## config.mk

```make
export PLATFORM = sky130hd
export DESIGN_NAME = usr_shift_top
export DESIGN_NICKNAME = d
export VERILOG_FILES = /design/src/pkg/usr_pkg.sv /design/src/hdl/usr_shift_top.sv /design/src/hdl/usr_sync.sv
export SDC_FILE = /design/constraint.sdc
export NUM_CORES = 1
export LEC_CHECK = 0
export BUFFER_PORTS_ARGS = -buffer_cell sky130_fd_sc_hd__buf_2
export CAP_MARGIN = 20
export CORE_MARGIN = 8
export CORE_UTILIZATION = 54
export CTS_CLUSTER_SIZE = 14
export DETAILED_ROUTE_END_ITERATION = 10
export GPL_TIMING_DRIVEN = 0
export MAX_ROUTING_LAYER = met4
export PLACE_DENSITY = 0.84
export SETUP_SLACK_MARGIN = 0.15
export SYNTH_ARGS = -nofsm -noshare
export SYNTH_HDL_FRONTEND = slang
export SYNTH_SLANG_ARGS = --single-unit
```

## constraint.sdc

```tcl
create_clock -name pclk -period 3.2 [get_ports pclk]
set_input_delay 0 -clock pclk [delete_from_list [all_inputs] [get_ports pclk]]
set_output_delay 0 -clock pclk [all_outputs]
set_load 0.01 [all_outputs]
```

## src/pkg/usr_pkg.sv

```systemverilog
// Shared constants, mode encoding and carrier types of the universal shift register.
`default_nettype none
package usr_pkg;

  // Number of register stages.
  localparam int USR_WIDTH = 4;

  // Register byte offsets on the APB.
  localparam logic [11:0] USR_CTRL_OFF = 12'h000;
  localparam logic [11:0] USR_DATA_OFF = 12'h004;
  localparam logic [11:0] USR_STEP_OFF = 12'h008;
  localparam logic [11:0] USR_STAT_OFF = 12'h00c;
  localparam logic [11:0] USR_CNT_OFF = 12'h010;

  // Control register field positions.
  localparam int USR_CTRL_SRC_BIT = 0;
  localparam int USR_CTRL_SCLR_BIT = 1;
  localparam int USR_CTRL_MODE_LSB = 2;
  localparam int USR_CTRL_SER_R_BIT = 4;
  localparam int USR_CTRL_SER_L_BIT = 5;

  // Step register field and status register field positions.
  localparam int USR_STEP_GO_BIT = 0;
  localparam int USR_STAT_CLEAR_BIT = 8;

  // Reset values.
  localparam logic [5:0] USR_CTRL_RST = 6'h00;
  localparam logic [3:0] USR_DATA_RST = 4'h0;
  localparam logic [3:0] USR_STAGE_RST = 4'h0;
  localparam logic [15:0] USR_CNT_RST = 16'h0000;

  // Operating modes, coded as {mode_sel_hi, mode_sel_lo}.
  typedef enum logic [1:0] {
    USR_MODE_HOLD = 2'h0,
    USR_MODE_RIGHT = 2'h1,
    USR_MODE_LEFT = 2'h2,
    USR_MODE_LOAD = 2'h3
  } usr_mode_e;

  // Raw pin group as it arrives from the board.
  typedef struct packed {
    logic clock;
    logic clear_n;
    logic [1:0] mode;
    logic ser_right;
    logic ser_left;
    logic [USR_WIDTH-1:0] par;
  } usr_pins_s;

  // Idle level of the pin group; the synchroniser resets to it so that no false clear or edge follows reset.
  localparam usr_pins_s USR_PINS_IDLE = '{clock: 1'b0, clear_n: 1'b1, mode: 2'h0, ser_right: 1'b0,
                                          ser_left: 1'b0, par: '0};

  // Drive that actually steers the stages, from pins or from software.
  typedef struct packed {
    usr_mode_e mode;
    logic ser_right;
    logic ser_left;
    logic [USR_WIDTH-1:0] par;
  } usr_drive_s;

endpackage
`default_nettype wire

```

## src/hdl/usr_shift_top.sv

```systemverilog
// Four-stage bidirectional universal shift register with pin and APB control.
`timescale 1ns/1ns
`default_nettype none
module usr_shift_top
  import usr_pkg::*;
(
  input wire logic pclk,
  input wire logic presetn,
  input wire logic psel,
  input wire logic penable,
  input wire logic pwrite,
  input wire logic [11:0] paddr,
  input wire logic [31:0] pwdata,
  output logic pready,
  output logic [31:0] prdata,
  output logic pslverr,
  input wire logic pin_clock,
  input wire logic pin_clear_n,
  input wire logic mode_sel_lo,
  input wire logic mode_sel_hi,
  input wire logic ser_right_in,
  input wire logic ser_left_in,
  input wire logic [USR_WIDTH-1:0] par_in,
  output logic stage_first_out,
  output logic stage_second_out,
  output logic stage_third_out,
  output logic stage_last_out
);

  // The stage outputs are named one by one, so the width is fixed.
  if (USR_WIDTH != 4) begin : g_bad_width
    $error("usr_shift_top serves exactly four stages");
  end

  usr_pins_s pins_raw;
  usr_pins_s pins_sync;
  usr_drive_s pin_drive;
  usr_drive_s sw_drive;
  usr_drive_s drive;
  logic pin_clk_prev_reg;
  logic pin_tick;
  logic tick;
  logic [5:0] ctrl_reg;
  logic [USR_WIDTH-1:0] data_reg;
  logic step_pulse_reg;
  logic clear_hold_reg;
  logic clear_req;
  logic stage_rst_n;
  logic [USR_WIDTH-1:0] stage_reg;
  logic [USR_WIDTH-1:0] stage_next;
  logic [USR_WIDTH-1:0] shr_val;
  logic [USR_WIDTH-1:0] shl_val;
  logic [15:0] cnt_reg;
  logic is_load;
  logic is_right;
  logic is_left;
  logic is_hold;
  logic sw_src;
  logic acc;
  logic wr_commit;
  logic hit_ctrl;
  logic hit_data;
  logic hit_step;
  logic hit_stat;
  logic hit_cnt;
  logic hit_any;
  logic [31:0] rdata_mux;
  logic pready_reg;
  logic [31:0] prdata_reg;
  logic pslverr_reg;

  // Board pins are bundled and brought into the pclk domain before any logic reads them.
  assign pins_raw = '{clock: pin_clock, clear_n: pin_clear_n, mode: {mode_sel_hi, mode_sel_lo},
                      ser_right: ser_right_in, ser_left: ser_left_in, par: par_in};

  usr_sync #(
    .WIDTH($bits(usr_pins_s)),
    .RST_VAL(USR_PINS_IDLE)
  ) u_pin_sync (
    .pclk(pclk),
    .presetn(presetn),
    .async_in(pins_raw),
    .sync_out(pins_sync)
  );

  // Pin clock edge detect; data travels the same two flops, so it lines up with the edge.
  always_ff @(posedge pclk or negedge presetn) begin
    if (!presetn) begin
      pin_clk_prev_reg <= 1'b0;
    end else begin
      pin_clk_prev_reg <= pins_sync.clock;
    end
  end

  assign pin_tick = pins_sync.clock & ~pin_clk_prev_reg;

  // Drive selection: software may take over mode, serial and parallel data and step the clock itself.
  assign pin_drive = '{mode: usr_mode_e'(pins_sync.mode), ser_right: pins_sync.ser_right,
                       ser_left: pins_sync.ser_left, par: pins_sync.par};
  assign sw_drive = '{mode: usr_mode_e'(ctrl_reg[USR_CTRL_MODE_LSB +: 2]), ser_right: ctrl_reg[USR_CTRL_SER_R_BIT],
                      ser_left: ctrl_reg[USR_CTRL_SER_L_BIT], par: data_reg};
  assign sw_src = ctrl_reg[USR_CTRL_SRC_BIT];
  assign drive = sw_src ? sw_drive : pin_drive;
  assign tick = sw_src ? step_pulse_reg : pin_tick;

  // Mode decode; the four cases cover the two-bit code with no overlap.
  assign is_load = (drive.mode == USR_MODE_LOAD);
  assign is_right = (drive.mode == USR_MODE_RIGHT);
  assign is_left = (drive.mode == USR_MODE_LEFT);
  assign is_hold = (drive.mode == USR_MODE_HOLD);

  // Shift values; bit 0 is the first stage and bit 3 the last.
  assign shr_val = {stage_reg[USR_WIDTH-2:0], drive.ser_right};
  assign shl_val = {drive.ser_left, stage_reg[USR_WIDTH-1:1]};

  // Load ignores the serial inputs, hold and idle cycles keep the stages.
  assign stage_next = !tick ? stage_reg :
                      is_load ? drive.par :
                      is_right ? shr_val :
                      is_left ? shl_val :
                      stage_reg;

  // Clear from the pin or from software; either one holds the stages in reset.
  assign clear_req = ~pins_sync.clear_n | ctrl_reg[USR_CTRL_SCLR_BIT];

  always_ff @(posedge pclk or negedge presetn) begin
    if (!presetn) begin
      clear_hold_reg <= 1'b0;
    end else begin
      clear_hold_reg <= clear_req;
    end
  end

  // The registered clear reaches the stages through their asynchronous reset, so no further clock edge is needed.
  assign stage_rst_n = presetn & ~clear_hold_reg;

  // Stage flops; the clear overrides mode, tick and data for as long as it stands.
  always_ff @(posedge pclk or negedge stage_rst_n) begin
    if (!stage_rst_n) begin
      stage_reg <= USR_STAGE_RST;
    end else begin
      stage_reg <= stage_next;
    end
  end

  assign stage_first_out = stage_reg[0];
  assign stage_second_out = stage_reg[1];
  assign stage_third_out = stage_reg[2];
  assign stage_last_out = stage_reg[USR_WIDTH-1];

  // Count of clocking edges that moved or loaded data; it wraps and is cleared with the stages.
  always_ff @(posedge pclk or negedge stage_rst_n) begin
    if (!stage_rst_n) begin
      cnt_reg <= USR_CNT_RST;
    end else if (tick && !is_hold) begin
      cnt_reg <= cnt_reg + 16'h0001;
    end
  end

  // APB decode; the slave inserts one wait state so read data comes from a flop.
  assign acc = psel & penable;
  assign wr_commit = acc & pwrite & pready_reg;
  assign hit_ctrl = (paddr == USR_CTRL_OFF);
  assign hit_data = (paddr == USR_DATA_OFF);
  assign hit_step = (paddr == USR_STEP_OFF);
  assign hit_stat = (paddr == USR_STAT_OFF);
  assign hit_cnt = (paddr == USR_CNT_OFF);
  assign hit_any = hit_ctrl | hit_data | hit_step | hit_stat | hit_cnt;

  // Read mux; the step register reads as zero and unmapped addresses read as zero.
  assign rdata_mux = hit_ctrl ? {26'h0, ctrl_reg} :
                     hit_data ? {28'h0000000, data_reg} :
                     hit_stat ? {23'h0, clear_hold_reg, 4'h0, stage_reg} :
                     hit_cnt ? {16'h0000, cnt_reg} :
                     32'h00000000;

  // Answer flops: pready rises one cycle into the access phase and falls after the handshake.
  always_ff @(posedge pclk or negedge presetn) begin
    if (!presetn) begin
      pready_reg <= 1'b0;
      prdata_reg <= 32'h00000000;
      pslverr_reg <= 1'b0;
    end else begin
      pready_reg <= acc & ~pready_reg;
      prdata_reg <= (acc & ~pready_reg & ~pwrite) ? rdata_mux : 32'h00000000;
      pslverr_reg <= acc & ~pready_reg & ~hit_any;
    end
  end

  assign pready = pready_reg;
  assign prdata = prdata_reg;
  assign pslverr = pslverr_reg;

  // Writable registers take effect only at the handshake edge.
  always_ff @(posedge pclk or negedge presetn) begin
    if (!presetn) begin
      ctrl_reg <= USR_CTRL_RST;
      data_reg <= USR_DATA_RST;
    end else if (wr_commit) begin
      if (hit_ctrl) begin
        ctrl_reg <= pwdata[5:0];
      end
      if (hit_data) begin
        data_reg <= pwdata[USR_WIDTH-1:0];
      end
    end
  end

  // With software drive selected, a step write with the go bit set gives exactly one clocking edge, at most one per bus transfer.
  always_ff @(posedge pclk or negedge presetn) begin
    if (!presetn) begin
      step_pulse_reg <= 1'b0;
    end else begin
      step_pulse_reg <= wr_commit & hit_step & pwdata[USR_STEP_GO_BIT];
    end
  end

  // Helper for the far-end check: a record of the serial bits taken by unbroken shifts; hold edges move neither.
  logic [USR_WIDTH-1:0] hist_r_reg;
  logic [USR_WIDTH-1:0] hist_l_reg;
  logic [2:0] run_r_reg;
  logic [2:0] run_l_reg;

  always_ff @(posedge pclk or negedge stage_rst_n) begin
    if (!stage_rst_n) begin
      hist_r_reg <= '0;
      hist_l_reg <= '0;
      run_r_reg <= 3'h0;
      run_l_reg <= 3'h0;
    end else if (tick) begin
      if (is_right) begin
        hist_r_reg <= {hist_r_reg[USR_WIDTH-2:0], drive.ser_right};
      end
      if (is_left) begin
        hist_l_reg <= {drive.ser_left, hist_l_reg[USR_WIDTH-1:1]};
      end
      run_r_reg <= (is_right || is_hold) ? ((run_r_reg == 3'h4 || !is_right) ? run_r_reg : run_r_reg + 3'h1) : 3'h0;
      run_l_reg <= (is_left || is_hold) ? ((run_l_reg == 3'h4 || !is_left) ? run_l_reg : run_l_reg + 3'h1) : 3'h0;
    end
  end

  // Exactly one mode is decoded at all times.
  property p_one_mode;
    @(posedge pclk) disable iff (!presetn)
    $onehot({is_load, is_right, is_left, is_hold});
  endproperty
  a_one_mode: assert property (p_one_mode) else $error("mode decode not one-hot");

  // A load edge leaves the parallel word in the stages.
  property p_load;
    @(posedge pclk) disable iff (!presetn)
    (tick && is_load && !clear_hold_reg) |=> (clear_hold_reg || stage_reg == $past(drive.par));
  endproperty
  a_load: assert property (p_load) else $error("parallel load lost");

  // During a load the first stage follows the data, not the right serial input.
  property p_load_no_serial;
    @(posedge pclk) disable iff (!presetn)
    (tick && is_load && !clear_hold_reg && drive.ser_right != drive.par[0])
      |=> (clear_hold_reg || stage_reg[0] != $past(drive.ser_right));
  endproperty
  a_load_no_serial: assert property (p_load_no_serial) else $error("serial data entered during load");

  // Shift toward the last stage.
  property p_right;
    @(posedge pclk) disable iff (!presetn)
    (tick && is_right && !clear_hold_reg)
      |=> (clear_hold_reg || stage_reg == {$past(stage_reg[2:0]), $past(drive.ser_right)});
  endproperty
  a_right: assert property (p_right) else $error("right shift wrong");

  // Shift toward the first stage.
  property p_left;
    @(posedge pclk) disable iff (!presetn)
    (tick && is_left && !clear_hold_reg)
      |=> (clear_hold_reg || stage_reg == {$past(drive.ser_left), $past(stage_reg[3:1])});
  endproperty
  a_left: assert property (p_left) else $error("left shift wrong");

  // Hold mode keeps the stages even on a clocking edge.
  property p_hold;
    @(posedge pclk) disable iff (!presetn)
    (tick && is_hold && !clear_hold_reg) |=> (clear_hold_reg || $stable(stage_reg));
  endproperty
  a_hold: assert property (p_hold) else $error("stages moved in hold");

  // A standing clear keeps every stage low for as long as it lasts.
  property p_clear;
    @(posedge pclk) disable iff (!presetn)
    clear_hold_reg [*2] |-> (stage_reg == 4'h0 && cnt_reg == 16'h0000);
  endproperty
  a_clear: assert property (p_clear) else $error("stages not held low by clear");

  // After four unbroken shift edges toward it the last stage shows the bit taken four shifts back.
  property p_far_end;
    @(posedge pclk) disable iff (!presetn)
    (run_r_reg == 3'h4 && !clear_hold_reg) |-> (stage_reg[3] == hist_r_reg[3]);
  endproperty
  a_far_end: assert property (p_far_end) else $error("serial bit missing at last stage");

  // The same for the left serial input, seen at the first stage.
  property p_far_end_first;
    @(posedge pclk) disable iff (!presetn)
    (run_l_reg == 3'h4 && !clear_hold_reg) |-> (stage_reg[0] == hist_l_reg[0]);
  endproperty
  a_far_end_first: assert property (p_far_end_first) else $error("serial bit missing at first stage");

  // Without a clocking edge nothing moves.
  property p_idle;
    @(posedge pclk) disable iff (!presetn)
    (!tick && !clear_hold_reg) |=> (clear_hold_reg || $stable(stage_reg));
  endproperty
  a_idle: assert property (p_idle) else $error("stages moved without a clock edge");

  // The bus answer stands for exactly one cycle, one cycle into the access phase.
  property p_apb_answer;
    @(posedge pclk) disable iff (!presetn)
    $rose(acc) |=> pready ##1 !pready;
  endproperty
  a_apb_answer: assert property (p_apb_answer) else $error("APB answer timing wrong");

endmodule // usr_shift_top
`default_nettype wire

```

## src/hdl/usr_sync.sv

```systemverilog
// Two-flop level synchroniser for a bundle of asynchronous pin inputs.
`timescale 1ns/1ns
`default_nettype none
module usr_sync #(
  parameter int WIDTH = 1,
  parameter logic [WIDTH-1:0] RST_VAL = '0
) (
  input wire logic pclk,
  input wire logic presetn,
  input wire logic [WIDTH-1:0] async_in,
  output logic [WIDTH-1:0] sync_out
);

  logic [WIDTH-1:0] meta_reg;
  logic [WIDTH-1:0] sync_reg;

  // A zero width bundle makes no hardware and hides a wiring slip.
  if (WIDTH < 1) begin : g_bad_width
    $error("usr_sync needs WIDTH of at least 1");
  end

  // The first flop is read only by the second, so a metastable value never fans out.
  // Both flops reset to the idle level of their pins, so reset never looks like a pin event.
  always_ff @(posedge pclk or negedge presetn) begin
    if (!presetn) begin
      meta_reg <= RST_VAL;
      sync_reg <= RST_VAL;
    end else begin
      meta_reg <= async_in;
      sync_reg <= meta_reg;
    end
  end

  assign sync_out = sync_reg;

endmodule // usr_sync
`default_nettype wire

```

# After elaboration in Yosys (flattened, before gate mapping)
# Cells that the tools add are included.
# word_totals
regBits	71
out_inout_bits	38
elab_cells	59
# op_classes
n_addsub	1
n_eq_ne	7
n_mux	10
bitwise_logic	21
reduce_logical	8
# op_table
op	n
16-bit two-way mux	5
12-bit by 4-bit == test with 1-bit output, second input constant	2
16-bit by 1-bit adder with 16-bit output, second input constant	1
12-bit by 3-bit == test with 1-bit output, second input constant	1
12-bit by 5-bit == test with 1-bit output, second input constant	1
12-bit logical NOT	1
4-bit two-way mux	3
1-bit AND	10
8-bit two-way mux	1
1-bit NOT	6
2-bit AND reduction	3
1-bit bitwise OR	5
2-bit == test, second input constant	2
3-bit nonzero test	1
2-bit by 1-bit == test with 1-bit output, second input constant	1
2-bit logical NOT	1
1-bit logical AND	1
1-bit logical NOT	1
1-bit two-way mux	1

# Depth between registers and ports, before layout
# Gate-level depths: netlist of the first run.
# depth
depth_word	7
depth_mapped	6
ltp_nobuf	4

# Hierarchy
# Synthesis of the first run repeated with hierarchy kept, for this count alone.
# unflattened
cells_unflattened	258
area_unflattened_um2	3093.0
# by_module_without_submodules
mod	n_inst	cells_each	area_per_inst_um2	seq_area_each_um2
usr_shift_top	1	238	2590.0	1276.2
usr_sync	1	20	503.0	503.0

# Worst setup path after synthesis of the first run
# No wires, ideal clock.
# synth_path
path_kind	reg-to-reg
startpoint	reg ctrl_reg[0]
endpoint	reg cnt_reg[1]
setup_time_ns	0.125
t_arrival_ns	1.450
t_required_ns	3.075
setup_slack_ns	1.625
path_stages_with_launch	5
n_path_buf	2
synth_period_minus_slack_ns	1.575
cell_sequence	dfrtp_1 clkbuf_1 o41ai_2 buf_2 mux2_2
# synth_between
elab_chain_cells	4
elab_cells_between_ends	5
classes_between	mux (2); reduce/logical (3)
# synth_rtl
element	line_no	text
start: declaration	usr_shift_top.sv:43	logic [5:0] ctrl_reg;
start signal: assignment	usr_shift_top.sv:201	ctrl_reg <= pwdata[5:0];
8-bit two-way mux	usr_shift_top.sv:103	assign drive = sw_src ? sw_drive : pin_drive;
2-bit logical NOT	usr_shift_top.sv:110	assign is_hold = (drive.mode == USR_MODE_HOLD);
1-bit logical NOT	usr_shift_top.sv:155	end else if (tick && !is_hold) begin
1-bit logical AND *	usr_shift_top.sv:155	
end signal: assignment	usr_shift_top.sv:156	cnt_reg <= cnt_reg + 16'h0001;
end: declaration	usr_shift_top.sv:53	logic [15:0] cnt_reg;
# Mark *: on every way between the ends. The rest lies on a longest branch, timed or not.
# A chain may end at the register's enable or synchronous reset.

# Final worst setup path of the first run
# layout_path
startpoint	reg pready_reg (netlist: pready)
endpoint	reg prdata_reg[7] (netlist: prdata[7])
# layout_between
elab_chain_cells	4
# layout_rtl
element	line_no	text
start: declaration	usr_shift_top.sv:68	logic pready_reg;
start signal: assignment	usr_shift_top.sv:184	pready_reg <= acc & ~pready_reg;
1-bit NOT	usr_shift_top.sv:185	prdata_reg <= (acc & ~pready_reg & ~pwrite) ? rdata_mux : 32'h00000000;
1-bit AND (2 in series)	usr_shift_top.sv:185	
16-bit two-way mux	usr_shift_top.sv:185	
end signal: assignment	usr_shift_top.sv:185	
end: declaration	usr_shift_top.sv:69	logic [31:0] prdata_reg;
# Every way passes these cells.

==> run summary, run 1 <==
In this run the power density over the cells is 527 nW/um2. Clock-pin slew was measured on the worst setup and hold paths at 0.07 ns. The run gives 3 as the number of H-tree levels. The critical path ends at prdata[7].

The final-report max-slew violation count is 0. Post-CTS timing repair inserted 0 buffers for setup. After clock tree synthesis, the flow added hold-fix buffers numbering 21. Endpoint class of the critical path: a flip-flop.

After technology mapping, the gate count stands at 261. By startpoint and endpoint, the worst setup path is classified as flip-flop to flip-flop. The proportion of synthesized chip area in sequential cells was 58.3%; the share of flip-flops with an asynchronous set or reset was 100%. Data on the critical path arrives at its endpoint at 2.14 ns. In this run, synthesis inferred 0 flip-flops with an integrated enable.

The worst hold path belongs to the class input port to asynchronous set/reset pin. The logs give 0 for the final antenna diode count and 55.7% for the initial core utilization. CTS saw 71 sinks.

The area growth from synthesis to layout is 29.2%. The post-layout total power was 2.08 mW. Arithmetic-cell share of the synthesized area counting full adders, half adders and majority gates: 0.410%. Setup repair after global routing left no endpoint under its margin. The number of gates resized after CTS was 0.

The synthesized design devotes to its leading area cell type 56.6% of total area. For this run, the leading register cell type out of synthesis is sky130_fd_sc_hd__dfrtp_1. In the final design database the tool counted 423 nets. The run gives 5470 um2 as the standard cell core area. The total global-route track usage is 17.2%, and the number of hold violations in the final report is 0. Entering global routing, the biggest net connects 53 pins. The logs give 10900 um for the wire length of the first global-routing pass and 0 for the number of setup violations in the final report. 97 I/O pins were placed. TritonCTS built the clock tree.

Summing all multi-input logic gate instances after layout gives 1150 um2. The critical path runs through a total of 4 cells. The vertical extent of the die is 91.2 um.

The via-per-instance ratio is 5.09. Setup total negative slack on the finished layout was measured at 0 ns. The number of cells on the worst reg-to-reg path is 4. The minimum clock period after layout works out to 1.86 ns. The number of port buffers is 53.

For the worst-skew pair later-pin latency, the log shows 0.34 ns. Ranked by instance count, the synthesized netlist is headed by sky130_fd_sc_hd__dfrtp_1, sky130_fd_sc_hd__nor2_1, sky130_fd_sc_hd__buf_4, sky130_fd_sc_hd__xnor2_1, sky130_fd_sc_hd__nand3_1. The total via count after detailed routing is 2239.

The critical path startpoint is pready. The synthesized netlist contains 43 unique library cells. Across the run, the number of max-cap violations was 0. The number of design-rule violations left by the first detailed-router iteration is 107, and the register-to-register setup slack is 1.34 ns.

The share of the synthesized area in compound gates (AO/OA/AOI/OAI) came out at 6.23%. The most frequent cell after synthesis is sky130_fd_sc_hd__dfrtp_1. For the combined area of all synthesized cells, the log shows 3050 um2. TritonCTS created 9 clock buffers. IR analysis of the VDD net gives a maximum drop of 622 uV.

The floorplan step defined a die boundary enclosing 8310 um2. The buffering stage count on the worst path with inverters included was 0. Static timing analysis puts the maximum clock frequency at 538 MHz. The routed length per instance is 15.6 um. By area the synthesized netlist is led by sky130_fd_sc_hd__dfrtp_1, sky130_fd_sc_hd__buf_4, sky130_fd_sc_hd__xnor2_1, sky130_fd_sc_hd__mux2_2, sky130_fd_sc_hd__and2_1. The reg-to-reg endpoint is prdata[7].

The delay of the slowest cell on the worst path was 0.50 ns; the count of antenna-violating nets left after detailed routing was 0. For the worst setup path, the data required time is 3.48 ns. The initial antenna violation count was 0; the area taken by flip-flops and latches was 1780 um2. No sink is reached through more buffers than the 2 on the longest clock path. sky130_fd_sc_hd__dfrtp_1 takes more of the synthesized area than any other cell. For this run, the detailed router's first-pass iteration total came to 4.

The synthesized netlist devotes 19.7% of its cell area to simple gates. After synthesis the netlist holds a flip-flop and latch count of 71. The Yosys warning count is 0. Routability-driven placement finished with a final weighted congestion of 0.847. The worst path uses 58.1% of the clock period. The library cell used as clock root buffer is sky130_fd_sc_hd__clkbuf_8. The total overflow left after global routing is 0. The share of layout cells above drive strength 1 was 29.9%; the static leakage was 1.92 nW. Summing the areas of all xor and xnor instances in the mapped netlist gives 4.31% of the synthesized area. For the half-perimeter wire length after detailed placement, the log shows 4700 um. The run gives 6850 um as the total wire length. The run finished with clean final reports. The number of placement rows came out at 27.

The dominant combinational cell family by area after synthesis was simple AND/OR/NAND/NOR gates. The signal on the critical path passes through nor4bb_1 -> nand4_1 -> nor2_1 -> and2_1. The biggest fanout along the worst timing path works out to 9.

Each instance of the synthesized netlist takes up on average 11.7 um2. The overall die width is 91.2 um, and the setup clock skew after layout is 0.00968 ns. After detailed routing, the number of remaining DRC violations is 0.

The logs give 402 for the total of fill cells in the finished design and 2262 for the via count of the first global-routing pass. Measured against the total synthesized area, the mux share comes to 5.05%. Among all stages on the critical path, the largest delay is contributed by sky130_fd_sc_hd__nor2_1. Grouping stages by cell kind, the critical path spends the most delay in simple AND/OR/NAND/NOR gates.

The beginning of the worst register-to-register path was pready. The type of element launching the critical path was a flip-flop.
how the worst min path moves through the flow:
stage,endpoint,slack [ns],depth (start not counted)
2_1_floorplan,clear_hold_reg,-0.30,0
3_3_place_gp,u_pin_sync.meta_reg[8],0.11,1
3_5_place_dp,u_pin_sync.meta_reg[8],0.11,1
4_1_cts,pslverr,0.14,4
5_1_grt,prdata[14],0.07,2
6_report,prdata[6],0.06,2
placed cells by master, fill, tap and decap left out, types with 3 or more instances in the layout:
| cell | count |
|---|---|
| sky130_fd_sc_hd__a21oi_1 | 11 |
| sky130_fd_sc_hd__a32o_1 | 3 |
| sky130_fd_sc_hd__and2_1 | 11 |
| sky130_fd_sc_hd__and3_1 | 5 |
| sky130_fd_sc_hd__buf_2 | 55 |
| sky130_fd_sc_hd__buf_4 | 17 |
| sky130_fd_sc_hd__clkbuf_1 | 6 |
| sky130_fd_sc_hd__clkbuf_8 | 11 |
| sky130_fd_sc_hd__conb_1 | 16 |
| sky130_fd_sc_hd__dfrtp_1 | 69 |
| sky130_fd_sc_hd__dlygate4sd3_1 | 21 |
| sky130_fd_sc_hd__inv_1 | 5 |
| sky130_fd_sc_hd__mux2_2 | 10 |
| sky130_fd_sc_hd__mux2i_1 | 3 |
| sky130_fd_sc_hd__nand2_1 | 6 |
| sky130_fd_sc_hd__nand2b_1 | 6 |
| sky130_fd_sc_hd__nand3_1 | 12 |
| sky130_fd_sc_hd__nand4_1 | 10 |
| sky130_fd_sc_hd__nor2_1 | 18 |
| sky130_fd_sc_hd__nor3_1 | 7 |
| sky130_fd_sc_hd__nor4_1 | 7 |
| sky130_fd_sc_hd__o21ai_0 | 5 |
| sky130_fd_sc_hd__xnor2_1 | 13 |
metrics by stage:
step | area, um2 | std cells | utilization [%] | worst slack (ns) | hold slack, ns
floorplan | 3110 | 276 | - | 1.62 | -0.296
global placement | 3460 | 401 | 63.3 | 0.696 | 0.106
detailed placement | 3480 | 402 | 63.6 | 1.37 | 0.106
CTS | 3920 | 439 | 71.7 | 1.35 | 0.141
global route | 3940 | 440 | 72.0 | 1.18 | 0.0678
finish | 3940 | 440 | 72.0 | 1.34 | 0.0600
layer usage:
layer	routed length, um	GRT usage (%)	vias up
li1	-	-	1093
met1	2670	17.6	1073
met2	3720	29.7	59
met3	344	6.42	14
met4	110	5.73	0
met5	0	-	-
logic make-up (layout without fill, tap and decap cells):
| logic type | Yosys count | in the layout |
|---|---|---|
| mux | 14 | 14 |
| buf+inv | 30 | 122 |
| xor+xnor | 15 | 15 |
| other cells | 1 | 16 |
| flops | 71 | 71 |
| compound gates | 29 | 29 |
| fa+ha+maj | 1 | 1 |
| simple gates | 100 | 100 |
report_power, final:
| part | switching (mW) | internal [mW] | leakage (nW) |
|---|---|---|---|
| Combinational | 0.127 | 0.119 | 0.891 |
| Clock | 0.323 | 0.480 | 0.112 |
| Sequential | 0.0712 | 0.956 | 0.921 |
area by class of cell:
type	instances	share of cell area [%]
flip-flops and latches	71	45.1
multi-input cells	175	29.2
repair buffers	76	13.0
plain buffers	25	4.06
clock buffers	11	3.84
well taps	72	2.29
clock inverters	5	2.03
inverters	5	0.476
No activity file was read; power rests on OpenSTA's default activity.
==> run 2, diff against run 1 <==
--- a/config.mk
+++ b/config.mk
@@ -5,15 +5,16 @@
 export SDC_FILE = /design/constraint.sdc
 export NUM_CORES = 1
 export LEC_CHECK = 0
+export ABC_AREA = 1
 export BUFFER_PORTS_ARGS = -buffer_cell sky130_fd_sc_hd__buf_2
 export CAP_MARGIN = 20
 export CORE_MARGIN = 8
-export CORE_UTILIZATION = 54
+export CORE_UTILIZATION = 52
 export CTS_CLUSTER_SIZE = 14
 export DETAILED_ROUTE_END_ITERATION = 10
 export GPL_TIMING_DRIVEN = 0
 export MAX_ROUTING_LAYER = met4
-export PLACE_DENSITY = 0.84
+export PLACE_DENSITY = 0.8
 export SETUP_SLACK_MARGIN = 0.15
 export SYNTH_ARGS = -nofsm -noshare
 export SYNTH_HDL_FRONTEND = slang
==> constraint.sdc (replaced) <==
create_clock -name pclk -period 1.75 [get_ports pclk]
set_input_delay 0 -clock pclk [delete_from_list [all_inputs] [get_ports pclk]]
set_output_delay 0 -clock pclk [all_outputs]
set_load 0.01 [all_outputs]
==> run 2 against run 1 <==
  * Via count up 29%
  * Die area up 12%
  * Cell area is 9.5% higher
  * Power up 68%
  * Synthesized area increased by 10%
  * Largest cell class unchanged
  * Non-clock buffer count is 3 higher
  * Sequential share of layout area down 3.9 points
  * Sequential power grew 63%
  * Routed wire length is 15% higher
  * Sequential cell count unchanged
  * Largest power group unchanged
  * Clock skew grew 0.0015 ns
==> run summary, run 2 <==
The run finished with clean final reports. The synthesis-to-layout area growth is 28.3%. The proportion of synthesized chip area in sequential cells was 52.9% (-5.5 points); the number of flip-flops and latches in the synthesized netlist was 71 (unchanged).

The tools report the total global-route track usage as 18.7% (+1.5 points). The total via count after detailed routing was 2887 (+29%); the combined area of all synthesized cells was 3370 um2 (+10%). The dominant synthesized flop cell was sky130_fd_sc_hd__dfrtp_1. For the number of I/O pins, the log shows 97 (unchanged).

The biggest fanout along the worst timing path works out to 6 (-3). The register-to-register setup slack is 0.28 ns (-1.06 ns), and the final-stage net count is 557 (+32%). In this run the worst hold path is classified as input port to flip-flop. The number of port buffers was 54 (+1.9%); the initial antenna violation count was 0 (unchanged). The logs give 2 (unchanged) for the maximum clock path buffer count and 9300 um2 (+12%) for the die footprint. The tools report the post-detailed-route DRC marker count as 0 (unchanged).

Number of max-cap violations: 0 (unchanged). The cell area power density was 808 nW/um2 (+53%). The tools report the number of H-tree levels as 3 (unchanged).

The count of antenna-violating nets left after detailed routing came out at 0 (unchanged). The half-perimeter wire length after detailed placement came out at 5570 um (+19%). The endpoint class of the critical path is a flip-flop. Number of buffers inserted during clock tree synthesis: 9 (unchanged). Commonest non-fill, non-tap cell in the layout: sky130_fd_sc_hd__nand2_1. The logs give 53 (unchanged) for the largest net degree at the start of global routing and 1.77 ns (-0.37 ns) for the critical path data arrival time. For the standard cell core area, the log shows 6310 um2 (+15%). In the finished design, the share of the clock period the worst path needs comes to 85.4%. The tools report the Yosys warning count as 0 (unchanged).

The vertical extent of the die was 96.5 um (+5.8%). The tools report the end-of-flow core utilization as 68.4% (-3.6 points). Leaving out fill and tap cells, the most frequent cells in the layout are sky130_fd_sc_hd__nand2_1, sky130_fd_sc_hd__dfrtp_1, sky130_fd_sc_hd__buf_2. By area the synthesized netlist is led by sky130_fd_sc_hd__dfrtp_1, sky130_fd_sc_hd__nand2_1, sky130_fd_sc_hd__nand3_1, sky130_fd_sc_hd__buf_4, sky130_fd_sc_hd__nor2_1.

The number of design-rule violations left by the first detailed-router iteration was 183 (+71%). The count of cells along the worst hold path came out at 6. The commonest cells after synthesis are sky130_fd_sc_hd__nand2_1, sky130_fd_sc_hd__dfrtp_1, sky130_fd_sc_hd__nand3_1, sky130_fd_sc_hd__nor2_1, sky130_fd_sc_hd__inv_1. For the aggregate negative setup slack, the log shows 0 ns (unchanged).

TritonCTS built the clock tree. The weighted congestion at the end of routability-driven global placement was 0.847 (about the same). For the finished layout, the period the worst path requires is 1.49 ns. Area share of the leading cell type in the synthesized netlist: 51.3% (-5.3 points). The count of flip-flops with a built-in enable after synthesis works out to 0 (unchanged).

The synthesized instance count was 391 (+50%); the clock transition time at the flip-flop clock pins of the worst setup and hold paths was 0.08 ns (about the same). The logs give 5 (+1) for the first-pass iteration count of the detailed router and 53.3% (-2.4 points) for the initial core utilization. Share of layout cells above drive strength 1: 24.5% (-5.4 points).

The cell accounting for the most synthesized area was sky130_fd_sc_hd__dfrtp_1. For the final antenna diode count, the log shows 0 (unchanged). Via-per-instance ratio: 4.99 (-2.0%).

The tree is rooted in a sky130_fd_sc_hd__clkbuf_8. Setup repair after global routing left no endpoint under its margin. The via count of the first global-routing pass was 2851 (+26%).

The routed length per instance came out at 13.5 um (-13%). The number of hold violations in the final report was 0 (unchanged). The peak clock frequency supported by timing is 669 MHz, and the total wire length is 7840 um (+15%). The tools report the type of element launching the critical path as an input port. The run gives 0 (unchanged) as the number of setup violations in the final report. The overall die width works out to 96.5 um (+5.8%). For the worst-skew pair later-pin latency, the log shows 0.35 ns (about the same).

The total of fill cells in the finished design is 510 (+27%). The logs give 2.03 ns (-1.45 ns) for the worst path required time and 28 (-35%) for the number of distinct library cells after synthesis. The wire length of the first global-routing pass came out at 13100 um (+20%). The per-instance average area after synthesis was 8.61 um2 (-26%). Share of flip-flops with an asynchronous set or reset: 100% (unchanged).

The run gives 0 (unchanged) as the final-report max-slew violation count. The number of placement rows was 29 (+7.4%). Total congestion overflow after global routing: 0 (unchanged). The worst-case vdd ir drop is 769 uV (+24%). For the static leakage, the log shows 2.16 nW (+12%). The number of clock sinks seen by CTS came out at 71 (unchanged). Number of cells on the worst reg-to-reg path: 12 (+8). The count of buffers added by post-CTS timing repair for setup came out at 0 (unchanged).

sky130_fd_sc_hd__nand2_1 is the most common cell in the netlist. Setup clock skew after layout: 0.0112 ns (+0.00151 ns). The setup path with the least slack is of type input port to flip-flop.
==> run 2: changes by cell type after synthesis, moves of 8 or more <==
cell and change:
sky130_fd_sc_hd__nand3_1 +30, sky130_fd_sc_hd__and2_1 -11, sky130_fd_sc_hd__nand4_1 -8, sky130_fd_sc_hd__xor2_1 +8, sky130_fd_sc_hd__nor2_1 +21, sky130_fd_sc_hd__a21oi_1 -8
sky130_fd_sc_hd__nand2_1 +101, sky130_fd_sc_hd__xnor2_1 -11, sky130_fd_sc_hd__mux2_2 -10, sky130_fd_sc_hd__inv_1 +26, sky130_fd_sc_hd__nor2_2 +8, sky130_fd_sc_hd__o21ai_0 +13
==> run 2: where the power goes <==
part | internal [mW] | switching [mW]
combinational | 0.101 | 0.0964
sequential | 1.67 | 0.0109
clock | 0.989 | 0.623
total | 2.76 | 0.730
==> run 2: repair_timing <==
action | in CTS | in global routing
resized for setup | 0 | 1
endpoints found under the setup margin | 0 | 1
hold endpoints to repair | 77 | 49
hold buffers | 23 | 1
==> run 2: cells by family after synthesis <==
logic type                 count (synthesis)  synth area share [%]
and+or+nand+nor                          222                  29.8
DFF                                       71                  52.9
buffers and inverters                     58                  9.44
AOI/OAI and AO/OA                         26                  4.28
xor gates and xnor gates                  12                  3.12
adders and majority gates                  1                 0.372
other                                      1                 0.111
==> run 2: metal layers <==
metal,track usage [%],part of all wire (%)
met1,23.3,43
met2,28.4,47
met3,4.56,8.3
met4,8.32,1.8
met5,-,0
==> run 2: final cells by class <==
type / instances / area [um2] / share of cell area, %
sequential: 71 / 1780 / 41.2
tap: 77 / 96.3 / 2.23
timing repair buffer: 80 / 546 / 12.6
multi-input combinational: 277 / 1330 / 30.8
clock buffer: 11 / 141 / 3.28
buffer: 24 / 183 / 4.23
clock inverter: 5 / 106 / 2.46
inverter: 34 / 135 / 3.13
==> run 2: path summary, 6_finish.rpt <==
path / end / start
max: prdata[0] / paddr[1]
min: step_pulse_reg / paddr[6]
max reg2reg: stage_reg[1] / ctrl_reg[0]
min reg2reg: u_pin_sync.sync_out[9] / u_pin_sync.meta_reg[9]
max in group asynchronous: cnt_reg[13] / presetn
min in group asynchronous: u_pin_sync.meta_reg[2] / presetn
==> run 2: per-stage QoR <==
step                total power, mW  setup slack, ns  instances  hold WS [ns]  instance area (um2)
finish                         3.49            0.255        579        0.0933                 4320
global route                   3.61            0.158        579         0.134                 4320
CTS                            3.50            0.271        577        -0.112                 4280
detailed placement             1.86            0.213        538         0.109                 3810
global placement               1.85           -0.723        537         0.107                 3790
floorplan                      1.78            0.350        406        -0.296                 3420
==> run 2: worst max-delay path, cell delays in order <==
cell	delay, ns
sky130_fd_sc_hd__dlygate4sd3_1	0.54
sky130_fd_sc_hd__buf_2	0.12
sky130_fd_sc_hd__inv_1	0.08
sky130_fd_sc_hd__nand2_2	0.08
sky130_fd_sc_hd__nor2_1	0.36
sky130_fd_sc_hd__o21ai_0	0.25
sky130_fd_sc_hd__inv_1	0.16
sky130_fd_sc_hd__nor2_1	0.06
sky130_fd_sc_hd__nor2_1	0.12
